### src/include/line_enable_pkg.sv
`default_nettype none

package line_enable_pkg;

    // Register offsets on the parallel host port
    localparam logic [7:0] TX_ENABLE_LOW_OFFSET  = 8'h00;  // Transmit enables, channels 0-5
    localparam logic [7:0] RX_ENABLE_LOW_OFFSET  = 8'h08;  // Receive enables, channels 0-5
    localparam logic [7:0] TX_ENABLE_HIGH_OFFSET = 8'h80;  // Transmit enables, channels 6-11

    // Field layout of all three registers
    localparam int         REG_WIDTH       = 8;      // Host data width
    localparam int         CHANNEL_FIELD_W = 6;      // Bits 5..0 hold one channel each
    localparam int         CHANNEL_COUNT   = 12;     // Line channels in the device
    localparam int         RX_CHANNELS     = 6;      // Receive channels controlled here
    localparam logic [7:0] RESERVED_MASK   = 8'hC0;  // Bits 7 and 6 read zero

    // Reset values; drivers and receivers start off, which is the safe redundancy state
    localparam logic [5:0] TX_ENABLE_LOW_RESET  = 6'h00;
    localparam logic [5:0] TX_ENABLE_HIGH_RESET = 6'h00;
    localparam logic [5:0] RX_ENABLE_LOW_RESET  = 6'h00;
    localparam logic [7:0] READ_DATA_RESET      = 8'h00;

    // Answer to an unmapped read
    localparam logic [7:0] UNMAPPED_READ_VALUE  = 8'h00;

endpackage : line_enable_pkg

`default_nettype wire

### src/hdl/line_driver_enables.sv
`default_nettype none

// Functional notes
// - Six transmit enables, channels 0-5, bits 7:6 reserved
// - Enable bit one drives channel line outputs
// - Enable bit zero tri-states both line outputs
// - Master transmit pin gates every transmit driver
// - Second transmit register covers channels 6-11
// - Six independent receive enables, channels 0-5
// - Receive bit one accepts line input pulses
// - Receive bit zero leaves inputs high impedance
// - Channels 6-11 transmit register at 0x80
module line_driver_enables
    import line_enable_pkg::*;
(
    input  wire logic                     clk_sys,
    input  wire logic                     reset,
    // Parallel host port
    input  wire logic                     host_cs,
    input  wire logic                     host_wr,
    input  wire logic                     host_rd,
    input  wire logic [7:0]               host_addr,
    input  wire logic [REG_WIDTH-1:0]     host_wdata,
    output var  logic [REG_WIDTH-1:0]     host_rdata,
    // Master transmit enable pin (asynchronous)
    input  wire logic                     transmit_driver_on,
    // Transmit line data from the channel datapaths
    input  wire logic [CHANNEL_COUNT-1:0] tx_pos_data,
    input  wire logic [CHANNEL_COUNT-1:0] tx_neg_data,
    output var  logic [CHANNEL_COUNT-1:0] line_out_positive,
    output var  logic [CHANNEL_COUNT-1:0] line_out_positive_oe,
    output var  logic [CHANNEL_COUNT-1:0] line_out_negative,
    output var  logic [CHANNEL_COUNT-1:0] line_out_negative_oe,
    // Receive line pins, channels 0-5 (asynchronous)
    input  wire logic [RX_CHANNELS-1:0]   line_in_positive,
    input  wire logic [RX_CHANNELS-1:0]   line_in_negative,
    output var  logic [RX_CHANNELS-1:0]   receive_input_on,
    output var  logic [RX_CHANNELS-1:0]   rx_pos_data,
    output var  logic [RX_CHANNELS-1:0]   rx_neg_data
);

    logic [CHANNEL_FIELD_W-1:0]  tx_enable_reg_low_ff;   // Channels 0-5 transmit enables
    logic [CHANNEL_FIELD_W-1:0]  tx_enable_reg_high_ff;  // Channels 6-11 transmit enables
    logic [CHANNEL_FIELD_W-1:0]  rx_enable_reg_low_ff;   // Channels 0-5 receive enables
    logic [CHANNEL_COUNT-1:0]    tx_enable_all;          // Both transmit registers joined
    logic                        master_on_sync;         // Master pin after two stages
    logic [2*RX_CHANNELS-1:0]    line_in_sync;           // Receive pins after two stages
    logic                        wr_hit;                 // Qualified write strobe
    logic                        rd_hit;                 // Qualified read strobe
    logic [REG_WIDTH-1:0]        nxt_rdata;              // Decoded read value

    // Pad a channel field to a full register; reserved bits forced low
    function automatic logic [REG_WIDTH-1:0] pad_field(input logic [CHANNEL_FIELD_W-1:0] field);
        pad_field = {{(REG_WIDTH-CHANNEL_FIELD_W){1'b0}}, field} & ~RESERVED_MASK;
    endfunction : pad_field

    ////////////////////////////////////////////////////////////////////////////////
    // Synchronisers for the pins that arrive from outside this clock
    level_synchronizer #(.WIDTH(1)) u_master_sync (
        .clk_sys  (clk_sys),
        .reset    (reset),
        .async_in (transmit_driver_on),
        .sync_out (master_on_sync)
    );

    level_synchronizer #(.WIDTH(2*RX_CHANNELS)) u_line_in_sync (
        .clk_sys  (clk_sys),
        .reset    (reset),
        .async_in ({line_in_negative, line_in_positive}),
        .sync_out (line_in_sync)
    );

    ////////////////////////////////////////////////////////////////////////////////
    // Host strobes; a chip select gates both directions
    assign wr_hit        = host_cs && host_wr;
    assign rd_hit        = host_cs && host_rd;
    assign tx_enable_all = {tx_enable_reg_high_ff, tx_enable_reg_low_ff};

    // Channels 0-5 transmit register; bits 7:6 dropped on write
    always_ff @(posedge clk_sys or posedge reset) begin
        if (reset) begin
            tx_enable_reg_low_ff <= TX_ENABLE_LOW_RESET;
        end else if (wr_hit && host_addr == TX_ENABLE_LOW_OFFSET) begin
            tx_enable_reg_low_ff <= host_wdata[CHANNEL_FIELD_W-1:0];
        end
    end

    // Channels 6-11 transmit register
    always_ff @(posedge clk_sys or posedge reset) begin
        if (reset) begin
            tx_enable_reg_high_ff <= TX_ENABLE_HIGH_RESET;
        end else if (wr_hit && host_addr == TX_ENABLE_HIGH_OFFSET) begin
            tx_enable_reg_high_ff <= host_wdata[CHANNEL_FIELD_W-1:0];
        end
    end

    // Channels 0-5 receive register, one independent bit per channel
    always_ff @(posedge clk_sys or posedge reset) begin
        if (reset) begin
            rx_enable_reg_low_ff <= RX_ENABLE_LOW_RESET;
        end else if (wr_hit && host_addr == RX_ENABLE_LOW_OFFSET) begin
            rx_enable_reg_low_ff <= host_wdata[CHANNEL_FIELD_W-1:0];
        end
    end

    ////////////////////////////////////////////////////////////////////////////////
    // Read decode; unmapped addresses answer zero rather than bus garbage
    always_comb begin
        case (host_addr)
            TX_ENABLE_LOW_OFFSET:  nxt_rdata = pad_field(tx_enable_reg_low_ff);
            RX_ENABLE_LOW_OFFSET:  nxt_rdata = pad_field(rx_enable_reg_low_ff);
            TX_ENABLE_HIGH_OFFSET: nxt_rdata = pad_field(tx_enable_reg_high_ff);
            default:               nxt_rdata = UNMAPPED_READ_VALUE;
        endcase
    end

    // Read data held until the next read strobe
    always_ff @(posedge clk_sys or posedge reset) begin
        if (reset) begin
            host_rdata <= READ_DATA_RESET;
        end else if (rd_hit) begin
            host_rdata <= nxt_rdata;
        end
    end

    ////////////////////////////////////////////////////////////////////////////////
    // Transmit drivers; master pin ANDed in so one pin can silence a whole card
    always_ff @(posedge clk_sys or posedge reset) begin
        if (reset) begin
            line_out_positive_oe <= '0;
            line_out_negative_oe <= '0;
        end else begin
            line_out_positive_oe <= tx_enable_all & {CHANNEL_COUNT{master_on_sync}};
            line_out_negative_oe <= tx_enable_all & {CHANNEL_COUNT{master_on_sync}};
        end
    end

    // Line data registered alongside its enable so both change on one edge
    always_ff @(posedge clk_sys or posedge reset) begin
        if (reset) begin
            line_out_positive <= '0;
            line_out_negative <= '0;
        end else begin
            line_out_positive <= tx_pos_data;
            line_out_negative <= tx_neg_data;
        end
    end

    ////////////////////////////////////////////////////////////////////////////////
    // Receivers; a disabled input presents high impedance and yields no pulses
    always_ff @(posedge clk_sys or posedge reset) begin
        if (reset) begin
            receive_input_on <= '0;
            rx_pos_data      <= '0;
            rx_neg_data      <= '0;
        end else begin
            receive_input_on <= rx_enable_reg_low_ff;
            rx_pos_data      <= line_in_sync[RX_CHANNELS-1:0] & rx_enable_reg_low_ff;
            rx_neg_data      <= line_in_sync[2*RX_CHANNELS-1:RX_CHANNELS] & rx_enable_reg_low_ff;
        end
    end
endmodule : line_driver_enables

`default_nettype wire

### src/hdl/level_synchronizer.sv
`default_nettype none

module level_synchronizer #(
    parameter int WIDTH = 1
) (
    input  wire logic             clk_sys,
    input  wire logic             reset,
    input  wire logic [WIDTH-1:0] async_in,
    output var  logic [WIDTH-1:0] sync_out
);

    logic [WIDTH-1:0] stage_one_ff;  // Only read by the second stage

    ////////////////////////////////////////////////////////////////////////////////
    // Two-stage capture; settles metastability before any logic looks at it
    always_ff @(posedge clk_sys or posedge reset) begin
        if (reset) begin
            stage_one_ff <= '0;
            sync_out     <= '0;
        end else begin
            stage_one_ff <= async_in;
            sync_out     <= stage_one_ff;
        end
    end

endmodule : level_synchronizer

`default_nettype wire

### config.mk
export PLATFORM = sky130hd
export DESIGN_NAME = line_driver_enables
export DESIGN_NICKNAME = d
export VERILOG_FILES = /design/src/include/line_enable_pkg.sv /design/src/hdl/line_driver_enables.sv /design/src/hdl/level_synchronizer.sv
export SDC_FILE = /design/constraint.sdc
export NUM_CORES = 1
export LEC_CHECK = 0
export ABC_AREA = 1
export BUFFER_PORTS_ARGS = -buffer_cell sky130_fd_sc_hd__buf_2
export CORE_ASPECT_RATIO = 1.4
export CORE_MARGIN = 2
export CORE_UTILIZATION = 48
export CTS_CLUSTER_SIZE = 24
export DETAILED_ROUTE_END_ITERATION = 8
export PLACE_DENSITY_LB_ADDON = 0.25
export SETUP_SLACK_MARGIN = 0.3
export SLEW_MARGIN = 15
export SYNTH_ARGS = -nofsm -noshare
export SYNTH_HDL_FRONTEND = slang
export SYNTH_HIERARCHICAL = 1
export SYNTH_SLANG_ARGS = --single-unit
export TNS_END_PERCENT = 100
### constraint.sdc
create_clock -name clk_sys -period 2.95 [get_ports clk_sys]
set_clock_uncertainty 0.1 [all_clocks]
set_input_delay 0.295 -clock clk_sys [delete_from_list [all_inputs] [get_ports clk_sys]]
set_output_delay 0.295 -clock clk_sys [all_outputs]
set_load 0.1 [all_outputs]
Word-level counts from Yosys, hierarchy flattened
Cells that the tools add are included.

Register bits: 106. Output and inout port bits: 74.

Reductions and logical operators: 6. Equality and inequality tests: 2. Muxes and demuxes: 1. Bitwise logic cells: 3.

Operators with widths (number): $pmux 6 s3 (1); $and 12x12->12 (1); $and 6x6->6 (2); $eq 8x4->1 const B (1); $eq 8x8->1 const B (1); $logic_not 8->1 (1); $logic_and 1x1->1 (5).

Depth between registers and ports, before layout
Depth in word-level cells: 2. Mapped depth: 7. Depth with buffers taken out: 7.

Hierarchy
The synthesis kept the hierarchy.

By module, submodules not included: line_driver_enables (area an instance 2832.7 um^2, instances 1, sequential area each 1951.9 um^2, cells an instance 258); level_synchronizer (u_line_in_sync) (area an instance 604.3 um^2, instances 1, sequential area each 600.6 um^2, cells an instance 25); level_synchronizer (u_master_sync) (area an instance 53.8 um^2, instances 1, sequential area each 50.0 um^2, cells an instance 3).

Worst setup path before layout
OpenSTA, ideal clock, no wires.

Kind: flip-flop to output port. Start: reg line_out_negative_oe[0] (netlist name). End: out line_out_positive_oe[0]. Arrival time: 1.324 ns. Slack: 1.231 ns. Stages on the path, launching flop included: 2. Path buffers: 1. Path through: dfrtp_1 > buf_4.

RTL lines: to (decl) (line line_driver_enables.sv:31) `output var logic [CHANNEL_COUNT-1:0] line_out_positive_oe,`.

Worst setup path after layout
Start: reg line_out_negative_oe[7]. End: out line_out_negative_oe[7].

RTL lines: from (decl) (line line_driver_enables.sv:33) `output var logic [CHANNEL_COUNT-1:0] line_out_negative_oe,`; from (signal assigned) (line line_driver_enables.sv:134) `line_out_negative_oe <= tx_enable_all & {CHANNEL_COUNT{master_on_sync}};`.

No word-level cell between the ends.

==> qor.txt <==
Initial antenna violation count = 0
DRT antenna net count = 0
Root Buffer = clkbuf_8
Setup violations, final = 0
Status = finished clean
Slowest-stage cell, CP = buf_2
Part of the Yosys area used for sequential elements = 74.6%
Critical Path AT = 1.17 ns
Post_cts resized = 0
Number of CTS-inserted buffers = 9
Tightest Hold Check Type = input pin to flop
RD Place Congestion = 0.733
Crit Path Class = flop to output pin
GRT overflow = 0
H-Tree Depth = 3
Final TNS setup = 0 ns
FF+latch count, synth = 104
Main synth FF type = dfrtp_1
Postcts setup bufs = 0
CP delay by family, top = buffers and inverters
Startpoint Class = flop
Die X-Extent = 76.1 um
Placement Rows = 36
M1 GR Usage = 20.8%
Most Crowded Layer GR = met2
Top cell type's share of synthesized area = 74.6%
Antenna cell count = 0
Initial DRC Count = 159
Grt met3 use = 5.27%
Drt drc = 0
RSZ-0062 raised after global routing = false
Cells after Synth = 286
Avg Cell Area, Syn = 12.2 um2
Initial Util = 49.7%
WL per Instance = 12.5 um
Fin. max-slew vios = 0
Final net count = 505
Cell Chain, Critical Path = buf_2
Setup ws final = 1.39 ns
WL final = 6.86 mm
WP buf/inv = 1
Maximum VDD drop = 0.000483 V
Yosys warns = 6
Pin slew with the least headroom to its limit = 0.896 ns
Fin crit period = 1.56 ns
Critical path's largest stage delay = 0.43 ns
Post-synth top cells = dfrtp_1, nand2_1, inv_1
Dpl ws = 1.47 ns
Top cells by area, synth = dfrtp_1, nand2_1, inv_1, buf_4, o21ai_2
Core Area = 0.00703 mm2
Port buffer count = 127
Clock Tree Buf Depth = 2
Fin. Hold Viols = 0
Worst path required time = 2.56 ns
P&R area growth vs syn = 35.4%
TritonRoute pass-1 iters = 4
Synth Cell Area = 0.00349 mm2
Die Area = 0.00798 mm2
Largest net degree at the start of global routing = 55
Post-synth EDFFs = 0
CTS tree = yes
Worst setup EP type = output pin
Vias post-DR = 2394
Post-synthesis cell type count = 16
Die Ht = 105 um
FFs w/ async S/R, synth = 100%
Share of cells above drive strength 1 = 36.9%
Max Cap Violations = 0
Static leakage = 2.76 nW
Top Ports = 132
Worst Path Max Fanout = 2
First-pass GRT wire length = 11.5 mm
Final Cycle Share = 52.9%
Via density per instance = 4.38
Skew-Pair Late Insertion Delay = 0.36 ns
Total track usage = 18.8%
Max_slew headroom = 40.2%
Fmax = 641 MHz
Clk slew on worst S/H paths = 0.09 ns
Most common cell in the netlist = dfrtp_1
PwrDens = 589 mW/mm2
Worst R2R Setup Slack = 1.99 ns
Sink Count = 104
Filler Cell Count = 538
Yosys top cell by area = dfrtp_1
Vias in the first global route = 2479
GR Layer Usage met2 = 32.8%
Post-layout util = 67.3%
Post-DP HPWL = 4.59 mm
where the power goes:
group	internal, mW	switching [mW]
Combinational	0.0874	0.287
Clock	0.484	0.436
Sequential	1.47	0.0200
metal layers:
metal  vias up  routed length (um)
li1       1167                   -
met1      1126                2570
met2        79                3680
met3        22                 375
met4         0                 234
met5         -                   0
flip-flops by register name, summed over array words and instances (netlist names), 12 cells and up:
| register | flops |
|---|---|
| line_out_negative | 12 |
| u_line_in_sync/sync_out | 12 |
| u_line_in_sync/stage_one_ff | 12 |
| line_out_negative_oe | 12 |
| line_out_positive | 12 |
layout by cell type, fill, tap and decap left out, types with 3 or more instances in the layout:
| cell type | netlist | final |
|---|---|---|
| buf_2 | 0 | 127 |
| dfrtp_1 | 104 | 104 |
| nand2_1 | 72 | 72 |
| inv_1 | 41 | 40 |
| dlygate4sd3_1 | 0 | 38 |
| nand3_1 | 18 | 18 |
| clkbuf_8 | 0 | 13 |
| o21ai_2 | 12 | 12 |
| o21ai_1 | 6 | 6 |
| nor2_1 | 4 | 4 |
| nor2_4 | 3 | 3 |
final cells by class:
class | count | area [um2] | area share [%]
Inverter | 43 | 163 | 3.44
Clock buffer | 14 | 183 | 3.86
Multi-Input combinational cell | 122 | 596 | 12.6
Timing Repair Buffer | 167 | 1030 | 21.8
Tap cell | 95 | 119 | 2.51
Clock inverter | 2 | 35.0 | 0.741
Sequential cell | 104 | 2600 | 55.0
path summary, 6_finish.rpt:
path,startpoint,end,depth (start not counted)
max reg2reg,u_master_sync/sync_out,line_out_negative_oe[0],2
max in group asynchronous,reset,line_out_positive[1],4
max,line_out_negative_oe[7],line_out_negative_oe[7],1
min reg2reg,u_master_sync/stage_one_ff,u_master_sync/sync_out,0
min,host_wdata[4],tx_enable_reg_low_ff[4],3
min in group asynchronous,reset,u_master_sync/sync_out,3
through the flow:
stage	instance area, um2	std cells	power [mW]	hold slack, ns
after floorplan	3490	287	1.78	-0.0638
after global placement	4130	493	1.85	0.0803
after detailed placement	4130	493	1.86	0.0810
after CTS	4730	547	2.82	0.104
after global routing	4730	547	2.89	0.127
final	4730	547	2.79	0.123
cells by family (layout without fill, tap and decap cells):
| logic type | after synthesis | count (layout) | share of synthesized area [%] |
|---|---|---|---|
| DFF | 104 | 104 | 74.6 |
| and+or+nand+nor | 102 | 102 | 13.0 |
| buffers and inverters | 61 | 226 | 8.49 |
| AOI/OAI and AO/OA | 18 | 18 | 3.87 |
| other | 1 | 2 | 0.107 |
timing repair:
action | CTS | global route
endpoints found under the setup margin | 0 | 0
hold endpoints to repair | 39 | 0
hold buffers | 38 | 0
Note: power is estimated with default switching activity, not from simulation.
